`src/scfms_regs.svh`:
```
// constants for the supercap charge and flash mode sequencer
`ifndef SCFMS_REGS_SVH
`define SCFMS_REGS_SVH
`define SCFMS_MODE_SHDN_KEEP 3'h0
`define SCFMS_MODE_SHDN_DIS 3'h1
`define SCFMS_MODE_PRECHARGE 3'h2
`define SCFMS_MODE_CHARGE 3'h3
`define SCFMS_MODE_TORCH 3'h4
`define SCFMS_MODE_PWM 3'h5
`define SCFMS_MODE_FLASH 3'h6
`define SCFMS_FILL_LOW_POWER 2'h0
`define SCFMS_PEAK_REDUCED 3'h1
`define SCFMS_FLASH_TIMEOUT_RST 8'h10
`define SCFMS_TIMEOUT_TICK_US 100
`define SCFMS_CLOCK_MHZ 20
`define SCFMS_TICK_CYCLES (`SCFMS_TIMEOUT_TICK_US * `SCFMS_CLOCK_MHZ)
`endif

```
`src/scfms_pkg.sv`:
```
// types of the supercap charge and flash mode sequencer
package scfms_pkg;
  typedef enum logic [3:0] {
    SCFMS_ST_SHDN = 4'h0,
    SCFMS_ST_DISCH = 4'h1,
    SCFMS_ST_PRE_BLEED = 4'h2,
    SCFMS_ST_PRECHARGE = 4'h3,
    SCFMS_ST_TRANSITION = 4'h4,
    SCFMS_ST_CHARGE = 4'h5,
    SCFMS_ST_EOC = 4'h6,
    SCFMS_ST_KEEP = 4'h7,
    SCFMS_ST_TORCH = 4'h8,
    SCFMS_ST_PWM = 4'h9,
    SCFMS_ST_FLASH = 4'hA,
    SCFMS_ST_SHDN_BLEED = 4'hB
  } scfms_state_e;
endpackage : scfms_pkg

```
`src/scfms_sequencer.sv`:
```
// supercap charge and flash mode sequencer
`timescale 1ns/1ps
`include "scfms_regs.svh"
module scfms_sequencer #(
  parameter int PWM_WIDTH = 8,
  parameter int TICK_CYCLES = `SCFMS_TICK_CYCLES
) (
  input wire logic clock,
  input wire logic rst_n,
  input wire logic [2:0] mode_in,
  input wire logic mode_write,
  input wire logic [1:0] post_burst_mode,
  input wire logic [1:0] fill_rate,
  input wire logic [2:0] boost1_inductor_limit,
  input wire logic maintain_cap_topup,
  input wire logic balancer_override,
  input wire logic full_irq_enable,
  input wire logic full_flag_clear,
  input wire logic [PWM_WIDTH-1:0] lamp_duty,
  input wire logic [7:0] flash_max_ticks,
  input wire logic cap_near_input,
  input wire logic cap_at_input,
  input wire logic cap_at_full,
  input wire logic cap_below_input_margin,
  input wire logic cap_over_limit,
  input wire logic boost_node_high,
  input wire logic boost_node_low,
  input wire logic cap_under_flash_min,
  input wire logic hot_die_threshold,
  input wire logic hot_die_cleared,
  input wire logic flash_stop,
  output logic [2:0] mode_out,
  output logic [3:0] state_out,
  output logic precharge_switch,
  output logic precharge_low_power,
  output logic [1:0] fill_rate_out,
  output logic boost1_on,
  output logic boost2_on,
  output logic [2:0] boost1_peak,
  output logic charge_source_on,
  output logic output_switch,
  output logic keep_source_on,
  output logic topup_5ma_on,
  output logic bleed_resistor_path,
  output logic balancer_on,
  output logic lamp_on,
  output logic full_flag,
  output logic int_n,
  output logic hot_paused
);
  scfms_pkg::scfms_state_e state_r;
  scfms_pkg::scfms_state_e state_nxt;
  logic [2:0] mode_r;
  logic [2:0] mode_nxt;
  logic first_full_r;
  logic first_full_nxt;
  logic hot_r;
  logic hot_nxt;
  logic flag_r;
  logic b2_cut_r;
  logic flash_expired;
  logic pwm_lamp;
  logic flash_end;
  logic charge_done;
  logic charging_phase;
  logic lamp_mode;
  logic topup_need;
  logic over_bleed;
  logic [2:0] after_flash_mode;

  assign after_flash_mode = (post_burst_mode == 2'h0) ? `SCFMS_MODE_SHDN_KEEP :
                            (post_burst_mode == 2'h1) ? `SCFMS_MODE_SHDN_DIS :
                            (post_burst_mode == 2'h2) ? `SCFMS_MODE_PRECHARGE :
                            `SCFMS_MODE_CHARGE;
  assign flash_end = (state_r == scfms_pkg::SCFMS_ST_FLASH) && (flash_expired || flash_stop);
  assign mode_nxt = flash_end ? after_flash_mode : (mode_write ? mode_in : mode_r);

  assign charging_phase = (state_r == scfms_pkg::SCFMS_ST_PRECHARGE) ||
                          (state_r == scfms_pkg::SCFMS_ST_TRANSITION) ||
                          (state_r == scfms_pkg::SCFMS_ST_CHARGE);
  assign hot_nxt = charging_phase ? (hot_r ? !hot_die_cleared : hot_die_threshold) : 1'b0;
  assign charge_done = (state_r == scfms_pkg::SCFMS_ST_CHARGE) && !hot_r &&
                       first_full_r && cap_at_full;
  assign first_full_nxt = (state_r != scfms_pkg::SCFMS_ST_CHARGE) ? 1'b0 :
                          (cap_at_full ? 1'b1 : first_full_r);
  assign lamp_mode = (state_r == scfms_pkg::SCFMS_ST_TORCH) ||
                     (state_r == scfms_pkg::SCFMS_ST_PWM);
  assign topup_need = maintain_cap_topup && !cap_at_full;
  assign over_bleed = cap_over_limit;

  always_comb begin
    state_nxt = state_r;
    case (mode_r)
      `SCFMS_MODE_SHDN_KEEP: begin
        if (state_r == scfms_pkg::SCFMS_ST_SHDN_BLEED)
          state_nxt = boost_node_low ? scfms_pkg::SCFMS_ST_SHDN : state_r;
        else if (state_r != scfms_pkg::SCFMS_ST_SHDN)
          state_nxt = boost_node_high ? scfms_pkg::SCFMS_ST_SHDN_BLEED : scfms_pkg::SCFMS_ST_SHDN;
      end
      `SCFMS_MODE_SHDN_DIS: state_nxt = scfms_pkg::SCFMS_ST_DISCH;
      `SCFMS_MODE_PRECHARGE: begin
        case (state_r)
          scfms_pkg::SCFMS_ST_PRECHARGE: state_nxt = state_r;
          scfms_pkg::SCFMS_ST_PRE_BLEED:
            state_nxt = cap_below_input_margin ? scfms_pkg::SCFMS_ST_PRECHARGE : state_r;
          scfms_pkg::SCFMS_ST_CHARGE, scfms_pkg::SCFMS_ST_EOC, scfms_pkg::SCFMS_ST_KEEP,
          scfms_pkg::SCFMS_ST_FLASH:
            state_nxt = scfms_pkg::SCFMS_ST_PRE_BLEED;
          default: state_nxt = scfms_pkg::SCFMS_ST_PRECHARGE;
        endcase
      end
      `SCFMS_MODE_CHARGE: begin
        case (state_r)
          scfms_pkg::SCFMS_ST_TRANSITION:
            state_nxt = (!hot_r && cap_at_input) ? scfms_pkg::SCFMS_ST_CHARGE : state_r;
          scfms_pkg::SCFMS_ST_CHARGE:
            state_nxt = charge_done ? scfms_pkg::SCFMS_ST_EOC : state_r;
          scfms_pkg::SCFMS_ST_EOC:
            state_nxt = maintain_cap_topup ? scfms_pkg::SCFMS_ST_KEEP : state_r;
          scfms_pkg::SCFMS_ST_KEEP:
            state_nxt = maintain_cap_topup ? state_r : scfms_pkg::SCFMS_ST_EOC;
          scfms_pkg::SCFMS_ST_PRECHARGE:
            state_nxt = (!hot_r && cap_near_input) ? scfms_pkg::SCFMS_ST_TRANSITION : state_r;
          default:
            state_nxt = cap_at_input ? scfms_pkg::SCFMS_ST_CHARGE :
                        (cap_near_input ? scfms_pkg::SCFMS_ST_TRANSITION :
                         scfms_pkg::SCFMS_ST_PRECHARGE);
        endcase
      end
      `SCFMS_MODE_TORCH: state_nxt = scfms_pkg::SCFMS_ST_TORCH;
      `SCFMS_MODE_PWM: state_nxt = scfms_pkg::SCFMS_ST_PWM;
      `SCFMS_MODE_FLASH: state_nxt = scfms_pkg::SCFMS_ST_FLASH;
      default: state_nxt = scfms_pkg::SCFMS_ST_SHDN;
    endcase
    if (flash_end) begin
      if (after_flash_mode == `SCFMS_MODE_PRECHARGE)
        state_nxt = scfms_pkg::SCFMS_ST_PRE_BLEED;
      else if (after_flash_mode == `SCFMS_MODE_SHDN_KEEP && boost_node_high)
        state_nxt = scfms_pkg::SCFMS_ST_SHDN_BLEED;
      else
        state_nxt = scfms_pkg::SCFMS_ST_SHDN;
    end
  end

  always_ff @(posedge clock or negedge rst_n) begin
    if (!rst_n) begin
      state_r <= scfms_pkg::SCFMS_ST_SHDN;
      mode_r <= `SCFMS_MODE_SHDN_KEEP;
      first_full_r <= 1'b0;
      hot_r <= 1'b0;
    end else begin
      state_r <= state_nxt;
      mode_r <= mode_nxt;
      first_full_r <= first_full_nxt;
      hot_r <= hot_nxt;
    end
  end

  always_ff @(posedge clock or negedge rst_n) begin
    if (!rst_n) begin
      flag_r <= 1'b0;
    end else if (charge_done) begin
      flag_r <= 1'b1;
    end else if (full_flag_clear) begin
      flag_r <= 1'b0;
    end
  end

  always_ff @(posedge clock or negedge rst_n) begin
    if (!rst_n) begin
      b2_cut_r <= 1'b0;
    end else if (state_r != scfms_pkg::SCFMS_ST_FLASH) begin
      b2_cut_r <= 1'b0;
    end else if (cap_under_flash_min) begin
      b2_cut_r <= 1'b1;
    end
  end

  scfms_timer #(
    .TICK_CYCLES(TICK_CYCLES)
  ) u_timer (
    .clock(clock),
    .rst_n(rst_n),
    .run(state_r == scfms_pkg::SCFMS_ST_FLASH),
    .limit(flash_max_ticks),
    .expired(flash_expired)
  );

  scfms_pwm #(
    .WIDTH(PWM_WIDTH)
  ) u_pwm (
    .clock(clock),
    .rst_n(rst_n),
    .enable(state_r == scfms_pkg::SCFMS_ST_PWM),
    .duty(lamp_duty),
    .lamp_on(pwm_lamp)
  );

  logic b1_nxt;
  logic b2_nxt;
  logic [2:0] peak_nxt;
  logic csrc_nxt;
  logic osw_nxt;
  logic keep_nxt;
  logic top5_nxt;
  logic bleed_nxt;
  logic bal_nxt;
  logic lamp_nxt;
  logic psw_nxt;
  logic lowp_nxt;
  logic active_charge;
  assign active_charge = charging_phase && !hot_r;
  assign psw_nxt = active_charge && (state_r == scfms_pkg::SCFMS_ST_PRECHARGE);
  assign lowp_nxt = psw_nxt && (fill_rate == `SCFMS_FILL_LOW_POWER);
  assign b1_nxt = (active_charge && (state_r != scfms_pkg::SCFMS_ST_PRECHARGE)) ||
                  lamp_mode || (state_r == scfms_pkg::SCFMS_ST_FLASH) ||
                  (state_r == scfms_pkg::SCFMS_ST_KEEP && topup_need);
  assign b2_nxt = (state_r == scfms_pkg::SCFMS_ST_FLASH) && !b2_cut_r && !cap_under_flash_min;
  assign csrc_nxt = active_charge && (state_r != scfms_pkg::SCFMS_ST_CHARGE);
  assign osw_nxt = active_charge && (state_r == scfms_pkg::SCFMS_ST_CHARGE);
  assign peak_nxt = (osw_nxt && first_full_r) ? `SCFMS_PEAK_REDUCED : boost1_inductor_limit;
  assign keep_nxt = lamp_mode && topup_need;
  assign top5_nxt = (state_r == scfms_pkg::SCFMS_ST_KEEP) && topup_need;
  assign bleed_nxt = over_bleed || (state_r == scfms_pkg::SCFMS_ST_DISCH) ||
                     (state_r == scfms_pkg::SCFMS_ST_PRE_BLEED) ||
                     (state_r == scfms_pkg::SCFMS_ST_SHDN_BLEED);
  assign bal_nxt = charging_phase || (state_r == scfms_pkg::SCFMS_ST_KEEP) ||
                   (state_r == scfms_pkg::SCFMS_ST_EOC) ||
                   (state_r == scfms_pkg::SCFMS_ST_DISCH) ||
                   (state_r == scfms_pkg::SCFMS_ST_PRE_BLEED) ||
                   (state_r == scfms_pkg::SCFMS_ST_SHDN_BLEED) || balancer_override;
  assign lamp_nxt = (state_r == scfms_pkg::SCFMS_ST_TORCH) ||
                    (state_r == scfms_pkg::SCFMS_ST_FLASH) || pwm_lamp;

  always_ff @(posedge clock or negedge rst_n) begin
    if (!rst_n) begin
      precharge_switch <= 1'b0;
      precharge_low_power <= 1'b0;
      boost1_on <= 1'b0;
      boost2_on <= 1'b0;
      boost1_peak <= 3'h0;
      charge_source_on <= 1'b0;
      output_switch <= 1'b0;
      keep_source_on <= 1'b0;
      topup_5ma_on <= 1'b0;
      bleed_resistor_path <= 1'b0;
      balancer_on <= 1'b0;
      lamp_on <= 1'b0;
    end else begin
      precharge_switch <= psw_nxt;
      precharge_low_power <= lowp_nxt;
      boost1_on <= b1_nxt;
      boost2_on <= b2_nxt;
      boost1_peak <= peak_nxt;
      charge_source_on <= csrc_nxt;
      output_switch <= osw_nxt;
      keep_source_on <= keep_nxt;
      topup_5ma_on <= top5_nxt;
      bleed_resistor_path <= bleed_nxt;
      balancer_on <= bal_nxt;
      lamp_on <= lamp_nxt;
    end
  end

  assign mode_out = mode_r;
  assign state_out = state_r;
  assign fill_rate_out = fill_rate;
  assign full_flag = flag_r;
  assign int_n = !(flag_r && full_irq_enable);
  assign hot_paused = hot_r;
endmodule : scfms_sequencer

```
`src/scfms_pwm.sv`:
```
// lamp current pwm modulator
`timescale 1ns/1ps
module scfms_pwm #(
  parameter int WIDTH = 8
) (
  input wire logic clock,
  input wire logic rst_n,
  input wire logic enable,
  input wire logic [WIDTH-1:0] duty,
  output logic lamp_on
);
  initial begin
    if (WIDTH < 2 || WIDTH > 16) $error("scfms_pwm: WIDTH out of range");
  end
  logic [WIDTH-1:0] count_r;
  logic [WIDTH-1:0] count_nxt;
  logic on_nxt;
  assign count_nxt = enable ? count_r + {{(WIDTH-1){1'b0}}, 1'b1} : '0;
  assign on_nxt = enable && (count_r < duty);
  always_ff @(posedge clock or negedge rst_n) begin
    if (!rst_n) begin
      count_r <= '0;
      lamp_on <= 1'b0;
    end else begin
      count_r <= count_nxt;
      lamp_on <= on_nxt;
    end
  end
endmodule : scfms_pwm

```
`src/scfms_timer.sv`:
```
// flash maximum-duration timer in ticks
`timescale 1ns/1ps
`include "scfms_regs.svh"
module scfms_timer #(
  parameter int TICK_CYCLES = `SCFMS_TICK_CYCLES
) (
  input wire logic clock,
  input wire logic rst_n,
  input wire logic run,
  input wire logic [7:0] limit,
  output logic expired
);
  initial begin
    if (TICK_CYCLES < 1 || TICK_CYCLES > 65535) $error("scfms_timer: bad TICK_CYCLES");
  end
  logic [15:0] pre_r;
  logic [7:0] ticks_r;
  logic tick;
  assign tick = (pre_r == 16'(TICK_CYCLES - 1));
  always_ff @(posedge clock or negedge rst_n) begin
    if (!rst_n) begin
      pre_r <= 16'h0000;
      ticks_r <= 8'h00;
      expired <= 1'b0;
    end else if (!run) begin
      pre_r <= 16'h0000;
      ticks_r <= 8'h00;
      expired <= 1'b0;
    end else begin
      pre_r <= tick ? 16'h0000 : pre_r + 16'h0001;
      if (tick && !expired) ticks_r <= ticks_r + 8'h01;
      expired <= (ticks_r >= limit);
    end
  end
endmodule : scfms_timer

```
`config.mk`:
```
export PLATFORM = sky130hd
export DESIGN_NAME = scfms_sequencer
export DESIGN_NICKNAME = d
export VERILOG_FILES = /design/src/scfms_pkg.sv /design/src/scfms_sequencer.sv /design/src/scfms_pwm.sv /design/src/scfms_timer.sv
export VERILOG_INCLUDE_DIRS = /design/src
export SDC_FILE = /design/constraint.sdc
export NUM_CORES = 1
export LEC_CHECK = 0
export ABC_CLOCK_PERIOD_IN_PS = 2900
export BUFFER_PORTS_ARGS = -buffer_cell sky130_fd_sc_hd__buf_4
export CAP_MARGIN = 20
export CORE_MARGIN = 8
export CORE_UTILIZATION = 50
export CTS_BUF_LIST = sky130_fd_sc_hd__clkbuf_2
export DETAILED_ROUTE_END_ITERATION = 8
export PLACE_DENSITY = 0.83
export SETUP_SLACK_MARGIN = 0.1
export SYNTH_ARGS = -nofsm -noshare
export SYNTH_HDL_FRONTEND = slang
export SYNTH_SLANG_ARGS = --single-unit
export TNS_END_PERCENT = 100
```
`constraint.sdc`:
```
create_clock -name clock -period 2.9 [get_ports clock]
set_input_delay 0.725 -clock clock [delete_from_list [all_inputs] [get_ports clock]]
set_output_delay 0.725 -clock clock [all_outputs]
set_load 0.05 [all_outputs]
```
Word-level counts from Yosys, hierarchy flattened:

Index checks and enable logic that the tools add are counted.

* $add $sub $neg: 3
* order comparisons: 2
* equality and inequality tests: 34
* multiplexer cells: 38
* reductions and logical operators: 58

Operator list (count)
* $mux 4: 13
* $ne 4x4->1 const B: 9
* $mux 16: 2
* $pmux 4 s7: 1
* $mux 8: 3
* $logic_and 1x1->1: 22
* $pmux 4 s5: 1
* $logic_or 1x1->1: 18
* $add 16x1->16 const B: 1
* $add 8x1->8 const B: 2
* $eq 16x11->1 const B: 1
* $eq 4x3->1 const B: 4
* $eq 4x4->1 const B: 4
* $mux 3: 5
* $pmux 4 s3: 1
* $mux 1: 10
* $eq 3x3->1 const B: 3
* $reduce_and 9->1: 1
* $eq 4x2->1 const B: 2
* $ge 8x8->1: 1
* $lt 8x8->1: 1
* $reduce_bool 2->1: 4
* $logic_not 1->1: 7
* $eq 3x2->1 const B: 2
* other kinds (13): 17

* register bits: 59
* input bits: 44
* output and inout port bits: 26
* word-level logic and storage cells: 158

Longest topological paths before layout:

Gate-level depths: netlist of run 1.

* depth in word-level cells: 9
* depth in mapped cells: 7

Cells and area by module:

A second synthesis of run 1 with hierarchy kept.

* cell total of the unflattened synthesis: 358
* area total of the unflattened synthesis: 3419.5 um2

Modules (own cells, without submodules)
* scfms_timer: times used 1, cells each 157, area an instance 1505.2 um2
* scfms_sequencer: times used 1, cells each 145, area an instance 1358.8 um2
* scfms_pwm: times used 1, cells each 56, area an instance 555.5 um2

Worst setup path before layout of run 1:

Ideal clock, no wire load.

* kind: reg-to-reg
* start: reg mode_r[1] (netlist: mode_out[1])
* end: reg state_r[0] (netlist: state_out[0])
* setup time: 125 ps
* data arrival time: 2054 ps
* data required time: 2775 ps
* slack: 722 ps
* cell stages (with the launch flop): 7
* period minus slack after synthesis: 2178 ps
* cells stage by stage: dfrtp_1 clkbuf_1 nor3b_1 o211ai_1 a2111oi_0 nor3_1 mux2_2

* word-level cells in the longest chain between the ends: 3

Ends and longest elaborated chain
* start, declared: RTL line scfms_sequencer.sv:53 `logic [2:0] mode_r;`
* start signal, assigned: RTL line scfms_sequencer.sv:148 `` mode_r <= `SCFMS_MODE_SHDN_KEEP; ``
* start signal, assigned: RTL line scfms_sequencer.sv:153 `mode_r <= mode_nxt;`
* $eq 3x2->1, or another cell as far along: RTL line scfms_sequencer.sv:93 `case (mode_r)`
* $ne 4x4->1 (no line), or another cell as far along
* $reduce_and 9->1 (no line) / $mux 4 (equally long branches)
* end signal, assigned: RTL line scfms_sequencer.sv:147 `state_r <= scfms_pkg::SCFMS_ST_SHDN;`
* end signal, assigned: RTL line scfms_sequencer.sv:152 `state_r <= state_nxt;`
* end, declared: RTL line scfms_sequencer.sv:51 `scfms_pkg::scfms_state_e state_r;`

Parallel ways exist; a longest one is shown, timed or not.
A chain may end at the register's enable or synchronous reset.

Final worst setup path of run 1:

* start: reg state_r[3] (netlist: state_out[3])
* end: reg state_r[3] (netlist: state_out[3])

* word-level cells in the longest chain between the ends: 6

Ends and longest elaborated chain
* parallel branches: the longest is 6 deep, another holds $pmux 4 s7

Several ways; the timed one is not identified.

==> metrics.md, run 1 <==
| Metric | Value |
|---|---|
| Status | `finished, final reports clean` |
| Num ports | `70` |
| Synth cell types | `57` |
| Critical Path Source Type | `flop` |
| CP Max Fanout | `19` |
| Final count of negative-setup-slack endpoints | `0` |
| CTS buffer count | `9` |
| Worst-path clk slew | `160 ps` |
| Avg WL per Cell | `15.08 microns` |
| Yosys reg bits | `59` |
| Placed Cells | `474` |
| Max_cap viols | `0` |
| CTS root buf | `clkbuf_2` |
| Yosys top cell by area | `dfrtp_1` |
| First-pass GRT wire length | `12830 microns` |
| Largest net degree at the start of global routing | `60` |
| Initial core utilization | `0.5164` |
| CTS tree | `done` |
| Crit. End Element | `flop` |
| GRT Util Overall | `0.1620` |
| Async SR Flop Fraction | `1.000` |
| PwrDens | `614.5 nW/um^2` |
| Sw frac | `0.4337` |
| Core area | `6314 sq um` |
| GPL Wtd Cong | `0.9211` |
| Setup tns final | `0 ps` |
| Net Sw Power | `1.041 mW` |
| Post-layout util | `0.6187` |
| Port-buffer cells | `69` |
| Final Hold Viols | `0` |
| Slew HR | `0.5163` |
| Compound-Gate Fraction of Synth Area | `0.1136` |
| DRC violations left | `0` |
| Static Leak | `1.838 nW` |
| Die Y-Extent | `96.76 microns` |
| Synth Instances | `339` |
| Worst path slowest cell | `dfrtp_1` |
| Crit path cell chain | `and4bb_2 > o21ai_0 > or4b_2 > o21ai_0 > mux2_2` |
| Slew @ Worst Pin | `725.6 ps` |
| Layout cells sized above 1 | `0.2324` |
| Comb pwr share | `0.374` |
| Rows | `29` |
| Final WL | `7389 microns` |
| Post-CTS Setup Repair Bufs | `0` |
| CP Data Required Time | `3320 ps` |
| Slew Viols, Final | `0` |
| Pre-CTS WS | `531.4 ps` |
| Fin nets | `470` |
| Synth Cell Area | `3261 sq um` |
| Final Worst Setup Slack | `623.8 ps` |
| Sequential Area | `1476 sq um` |
| Total number of vias | `2694` |
| Worst ir drop on vdd | `0.0005666 V` |
| Crit path time final | `2276 ps` |
| Antenna-violating nets left | `0` |
| DR pass1 iterations | `4` |
| Post-synth net total | `401` |
| Via/cell ratio | `5.498` |
| Seq pwr share | `0.451` |
| Die area | `9362 sq um` |
| Final non-filler cell total | `490` |
| Die W | `96.76 microns` |
| Area grow syn2layout | `19.80%` |
| Initial antenna violation count | `0` |
| Sequential area share after synthesis | `0.4528` |
| Slowest stage delay, CP | `730 ps` |
| Avg Synthesized Cell Area | `9.618 sq um` |
| Number of global-route vias before repair | `2763` |
| Total power | `2.400 mW` |
| Final worst path period share | `0.7849` |
| Cell mode on critical path | `o21ai_0` |
| Yosys warns | `0` |
| Min-Delay Path Class | `input pin to asynchronous set/reset pin` |
| WP data arrival | `2690 ps` |
| Layout fillers | `524` |
| Synth Area in Simple Gates | `0.2291` |
| Latest clock arrival within the worst-skew pair | `470 ps` |
| CP Class | `flop to flop` |
| Iter 0 DRT Violations | `144` |
| Gr ovfl total | `0` |
| Post-Synth Adder-Cell Area | `0.06907` |
| CTS Buffer Depth | `2` |
| Share of the synthesized area in the top cell type | `0.4528` |
| Multiplexer area fraction after synthesis | `0.02609` |
| Clk_skew | `13.52 ps` |
| RSZ-0062 raised after global routing | `no` |
| Most area-consuming cells after synthesis | `dfrtp_1, ha_1, nor2_1` |
| Htree depth | `3` |
| Max Clk Rate | `439.3 MHz` |
| Post_cts resized | `0` |
| Hold buffers post-CTS | `0` |
| Multi-input logic area | `1620 sq um` |
| Top_reg_cell synth | `dfrtp_1` |
| DP Wirelength | `5472 microns` |
| Post-synth EDFFs | `0` |
| Largest family of logic cells by synthesized area | `simple AND/OR/NAND/NOR gates` |
| Cell Int Power | `1.359 mW` |
| Clk network pwr share | `0.175` |
| XOR/XNOR Fraction of Synth Area | `0.05909` |
| Sink Count | `59` |
| Ant. Diodes | `0` |
layer usage:
layer | vias to the layer above | global-route usage | wire (microns) | share of wire
met2 | 69 | 0.2609 | 3611 | 0.49
met5 | - | 0 | 0 | 0
li1 | 1336 | - | - | -
met1 | 1274 | 0.1951 | 3209 | 0.43
met4 | 0 | 0.07574 | 146 | 0.020
met3 | 15 | 0.04552 | 422 | 0.057
state kept, by name, indices dropped and copies added, names as in the netlist:
register / count
precharge_low_power: 1
first_full_r: 1
balancer_on: 1
charge_source_on: 1
boost2_on: 1
boost1_peak: 3
u_pwm.count_r: 8
mode_out: 3
boost1_on: 1
full_flag: 1
topup_5ma_on: 1
state_out: 4
bleed_resistor_path: 1
u_timer.expired: 1
lamp_on: 1
u_timer.pre_r: 16
u_pwm.lamp_on: 1
output_switch: 1
b2_cut_r: 1
keep_source_on: 1
u_timer.ticks_r: 8
hot_paused: 1
precharge_switch: 1
layout by cell type, fill, tap and decap left out, types with 3 or more instances in the layout:
cell type	Yosys	final
buf_4	2	71
or3_1	3	3
o31ai_1	4	4
nor2b_1	3	3
nand3_1	16	16
nor2_1	41	41
mux2i_1	4	4
nand2_1	16	16
a21oi_1	15	15
or4_1	4	4
and3_1	5	5
and2_1	4	4
inv_1	26	26
nor3_1	11	11
xnor2_1	13	13
nand3b_1	3	3
xor2_1	9	9
nor3b_1	5	5
o21ai_0	12	12
clkbuf_2	0	10
mux2_2	4	4
nand2b_1	6	6
dfrtp_1	59	59
ha_1	18	18
a21o_1	5	5
nor4_1	5	5
stage by stage:
stage,area (sq um),hold WS (ps)
floorplan,3261,404.4
global placement,3824,419.0
detailed placement,3824,418.6
CTS,3906,288.7
global route,3906,296.7
finish,3906,282.8
worst max-delay path: cells and delay by family (launching register included):
family          cells  cell delay (ps)
compound gates      2              310
flops               1              730
simple gates        2             1010
mux                 1              180
cells by family after synthesis:
kind of cell               count (synthesis)
xor gates and xnor gates                  22
adders and majority gates                 18
muxes                                      8
AOI/OAI and AO/OA                         56
buffers and inverters                     39
DFF                                       59
and+or+nand+nor                          137
final cells by class:
class                   count  area share
multi-input cells         241      0.4148
flip-flops and latches     59      0.3780
repair buffers             71      0.1365
inverters                  26     0.02498
well taps                  77     0.02466
clock buffers              10     0.01281
clock inverters             6    0.008328
synthesized netlist by cell type, types with 3 or more instances:
master	instances
nand3b_1	3
xor2_1	9
nand2_1	16
nand3_1	16
a21oi_1	15
nor3b_1	5
mux2_2	4
and2_1	4
or3_1	3
o21ai_0	12
nor2_1	41
nor3_1	11
dfrtp_1	59
inv_1	26
ha_1	18
clkbuf_1	8
nor2b_1	3
mux2i_1	4
a21o_1	5
o31ai_1	4
nor4_1	5
and3_1	5
xnor2_1	13
or4_1	4
nand2b_1	6
worst paths after layout:
kind / from / depth (start not counted) / slack, ps / end
setup reg to reg: state_out[3] / 5 / 620 / state_out[3]
max in group asynchronous: rst_n / 1 / 2130 / u_timer.pre_r[14]
hold / removal: rst_n / 1 / 280 / mode_out[2]
setup / recovery: state_out[3] / 5 / 620 / state_out[3]
min in group clock: cap_under_flash_min / 2 / 400 / boost2_on
hold reg to reg: b2_cut_r / 1 / 450 / boost2_on
power groups by stage:
stage                     clock network (mW)  logic [mW]  registers, mW
after global placement                     0       0.889           1.09
after global routing                   0.469       0.965           1.11
after floorplan                            0       0.420           1.27
final                                  0.420       0.898           1.08
after CTS                              0.429       0.907           1.08
after detailed placement                   0       0.903           1.09
Note: power is estimated with default switching activity, not from simulation.
==> run 2: changes to the inputs <==
--- a/config.mk
+++ b/config.mk
@@ -6,7 +6,8 @@
 export SDC_FILE = /design/constraint.sdc
 export NUM_CORES = 1
 export LEC_CHECK = 0
-export ABC_CLOCK_PERIOD_IN_PS = 2900
+export ABC_AREA = 1
+export ABC_CLOCK_PERIOD_IN_PS = 2100
 export BUFFER_PORTS_ARGS = -buffer_cell sky130_fd_sc_hd__buf_4
 export CAP_MARGIN = 20
 export CORE_MARGIN = 8
==> constraint.sdc (replaced) <==
create_clock -name clock -period 2.1 [get_ports clock]
set_input_delay 0.525 -clock clock [delete_from_list [all_inputs] [get_ports clock]]
set_output_delay 0.525 -clock clock [all_outputs]
set_load 0.05 [all_outputs]
==> run 2 against run 1 <==
Compared with the run above:
- clock skew rose by 12 ps
- clock power grew 110%
- power up 52%
- final area rose by 9.7%
- sequential share of layout area decreased by 3.4 points
- critical path type is now flop to primary output
- largest power group unchanged
==> metrics.md, run 2 <==
| Metric | Value |
|---|---|
| Placed Cells | `617 (+30%)` |
| GPL Wtd Cong | `0.9414 (+2.2%)` |
| Status | `finished, final reports clean` |
| PwrDens | `851.4 nW/um^2 (+39%)` |
| Sequential area share after synthesis | `0.4193 (-0.03347)` |
| CTS Buffer Depth | `2 (unchanged)` |
| Share of the synthesized area in the top cell type | `0.4193 (-0.03347)` |
| Post-synth net total | `517 (+29%)` |
| Net Sw Power | `1.484 mW (+43%)` |
| DR pass1 iterations | `4 (unchanged)` |
| Largest net degree at the start of global routing | `60 (unchanged)` |
| DP Wirelength | `6459 microns (+18%)` |
| Max FFs per register | `16 (unchanged)` |
| Count leader, synth | `nand2_1` |
| WP data arrival | `1360 ps (-1330 ps)` |
| GRT Util Overall | `0.1729 (+0.01088)` |
| Min-Delay Path Class | `input pin to asynchronous set/reset pin` |
| Final non-filler cell total | `633 (+29%)` |
| CTS buffer count | `9 (unchanged)` |
| Latest clock arrival within the worst-skew pair | `460 ps (about the same)` |
| Slowest stage delay, CP | `620 ps (-110 ps)` |
| Top_reg_cell synth | `dfrtp_1` |
| Rows | `30 (+3.4%)` |
| Avg WL per Cell | `12.70 microns (-16%)` |
| Pre-CTS WS | `431.0 ps (-100.4 ps)` |
| Yosys top cell by area | `dfrtp_1` |
| Hold buffers post-CTS | `0 (unchanged)` |
| Comb pwr share | `0.366 (-0.008)` |
| Core area | `6794 sq um (+7.6%)` |
| Antenna-violating nets left | `0 (unchanged)` |
| Largest Register | `u_timer.pre_r` |
| Hold slack final | `105.0 ps (-177.8 ps)` |
| Worst ir drop on vdd | `0.001073 V (+89%)` |
| Ant. Diodes | `0 (unchanged)` |
| CP startpoint | `state_out[3]` |
| Yosys warns | `0 (unchanged)` |
| Crit path time final | `1880 ps` |
| Seq pwr share | `0.387 (-0.064)` |
| CP Class | `flop to primary output` |
| Initial core utilization | `0.5182 (+0.001783)` |
| Slew @ Worst Pin | `716.2 ps (-9.444 ps)` |
| Worst-path clk slew | `160 ps (about the same)` |
| Cell Int Power | `2.166 mW (+59%)` |
| CP bufs+invs | `1 (+1)` |
| Async SR Flop Fraction | `1.000 (unchanged)` |
| Final worst path period share | `0.8953` |
| Slew Viols, Final | `0 (unchanged)` |
| Worst path slowest cell | `dfrtp_1` |
| Delay-heaviest family, CP | `flip-flops` |
| Total power | `3.650 mW (+52%)` |
| Synth Cell Area | `3521 sq um (+8.0%)` |
| Post_cts resized | `0 (unchanged)` |
| Setup tns final | `0 ps (unchanged)` |
| Via/cell ratio | `4.968 (-9.6%)` |
| Die W | `99.92 microns (+3.3%)` |
| Post-CTS Setup Repair Bufs | `0 (unchanged)` |
| First-pass GRT wire length | `13960 microns (+8.8%)` |
| Fin nets | `594 (+26%)` |
| Reg-to-reg startpoint | `state_out[2]` |
| Top post-synthesis cells by count | `nand2_1, nor2_1, inv_1` |
| Sink Count | `59 (unchanged)` |
| CP Data Required Time | `1570 ps (-1750 ps)` |
| Avg Synthesized Cell Area | `7.738 sq um (-20%)` |
| Leading cell types in the layout, fill and taps excluded | `nand2_1, nor2_1, buf_4` |
| RSZ-0062 raised after global routing | `no` |
| Max Clk Rate | `531.9 MHz` |
| Critical Path Source Type | `flop` |
| Num ports | `70 (unchanged)` |
| Most area-consuming cells after synthesis | `dfrtp_1, nand2_1, nor2_1` |
| CTS tree | `done` |
| Htree depth | `3 (unchanged)` |
| Static Leak | `2.227 nW (+21%)` |
| Total number of vias | `3145 (+17%)` |
| Yosys reg bits | `59 (unchanged)` |
| Post-synth EDFFs | `0 (unchanged)` |
| Sw frac | `0.4065 (-0.02713)` |
| CP Max Fanout | `7 (-12)` |
| Clk network pwr share | `0.247 (+0.072)` |
| Max_cap viols | `0 (unchanged)` |
| Crit path cell chain | `buf_4` |
| CTS root buf | `clkbuf_2` |
| Final count of negative-setup-slack endpoints | `0 (unchanged)` |
| Largest regs | `u_timer.pre_r (16), u_pwm.count_r (8), u_timer.ticks_r (8)` |
| Port-buffer cells | `69 (unchanged)` |
| Area grow syn2layout | `21.75%` |
| Final Hold Viols | `0 (unchanged)` |
| Layout cells sized above 1 | `0.2067 (-0.02574)` |
| Initial antenna violation count | `0 (unchanged)` |
| Most common cell after layout, fill and taps aside | `nand2_1` |
| Die Y-Extent | `99.92 microns (+3.3%)` |
| Final Worst Setup Slack | `219.8 ps (-404.0 ps)` |
| Iter 0 DRT Violations | `125 (-13%)` |
| Synth cell types | `34 (-40%)` |
| Synth Instances | `455 (+34%)` |
| Clk_skew | `25.99 ps (+12.47 ps)` |
| Slew HR | `0.5226 (+0.006296)` |
| Die area | `9983 sq um (+6.6%)` |
| Gr ovfl total | `0 (unchanged)` |
| Number of global-route vias before repair | `3172 (+15%)` |
| Final WL | `8038 microns (+8.8%)` |
| Crit. End Element | `primary output` |
| DRC violations left | `0 (unchanged)` |
run 2: cell count changes in the layout (fill, tap and decap cells not counted), moves of 5 or more:
cell	delta
inv_1	+41
nand3_1	+19
nand2b_1	-6
nor2_1	+32
nand2_1	+72
o21ai_0	+5
xnor2_1	-10
a21o_1	-5
and3_1	-5
nand4_1	+7
run 2: routing by layer:
metal / GRT usage / wire length (microns) / vias to the layer above
met5: 0 / 0 / -
li1: - / - / 1608
met1: 0.2046 / 3565 / 1437
met3: 0.04014 / 403 / 12
met4: 0.07916 / 93 / 0
met2: 0.2904 / 3976 / 88
run 2: path summary, 6_finish.rpt:
kind,slack [ps],cells past startpoint,to
worst min register to register,440,1,boost2_on
min in group clock,210,2,precharge_low_power
max in group asynchronous,1530,1,boost1_peak[2]
worst min-delay path,100,1,b2_cut_r
worst max-delay path,220,1,state_out[3]
worst max register to register,360,8,u_timer.ticks_r[6]
run 2: area by class of cell:
cell class,instances,area (sq um)
Timing Repair Buffer,71,533.0
Sequential cell,59,1476
Inverter,71,266.5
Fill cell,597,2507
Clock inverter,7,106.4
Multi-Input combinational cell,320,1739
Tap cell,96,120.1
Clock buffer,9,45.04
run 2: power by group through the flow:
| stage | Sequential (mW) | Combinational (mW) | Clock [mW] |
|---|---|---|---|
| floorplan | 1.74 | 0.603 | 0 |
| global placement | 1.43 | 1.32 | 0 |
| CTS | 1.41 | 1.35 | 0.930 |
| global route | 1.43 | 1.46 | 0.976 |
| finish | 1.41 | 1.34 | 0.901 |
| detailed placement | 1.43 | 1.34 | 0 |
run 2: logic make-up (layout without fill, tap and decap cells):
family / count (synthesis) / in the layout / synth area share
simple gates: 249 / 249 / 0.3330
buf+inv: 76 / 158 / 0.08671
flops: 59 / 59 / 0.4193
compound gates: 40 / 40 / 0.06468
fa+ha+maj: 18 / 18 / 0.06397
xor+xnor: 13 / 13 / 0.03234
run 2: stage by stage:
step                      utilization  cell area (sq um)
after floorplan                     -               3521
after global placement         0.6087               4135
after detailed placement       0.6087               4135
after CTS                      0.6309               4287
after global routing           0.6309               4287
final                          0.6309               4287
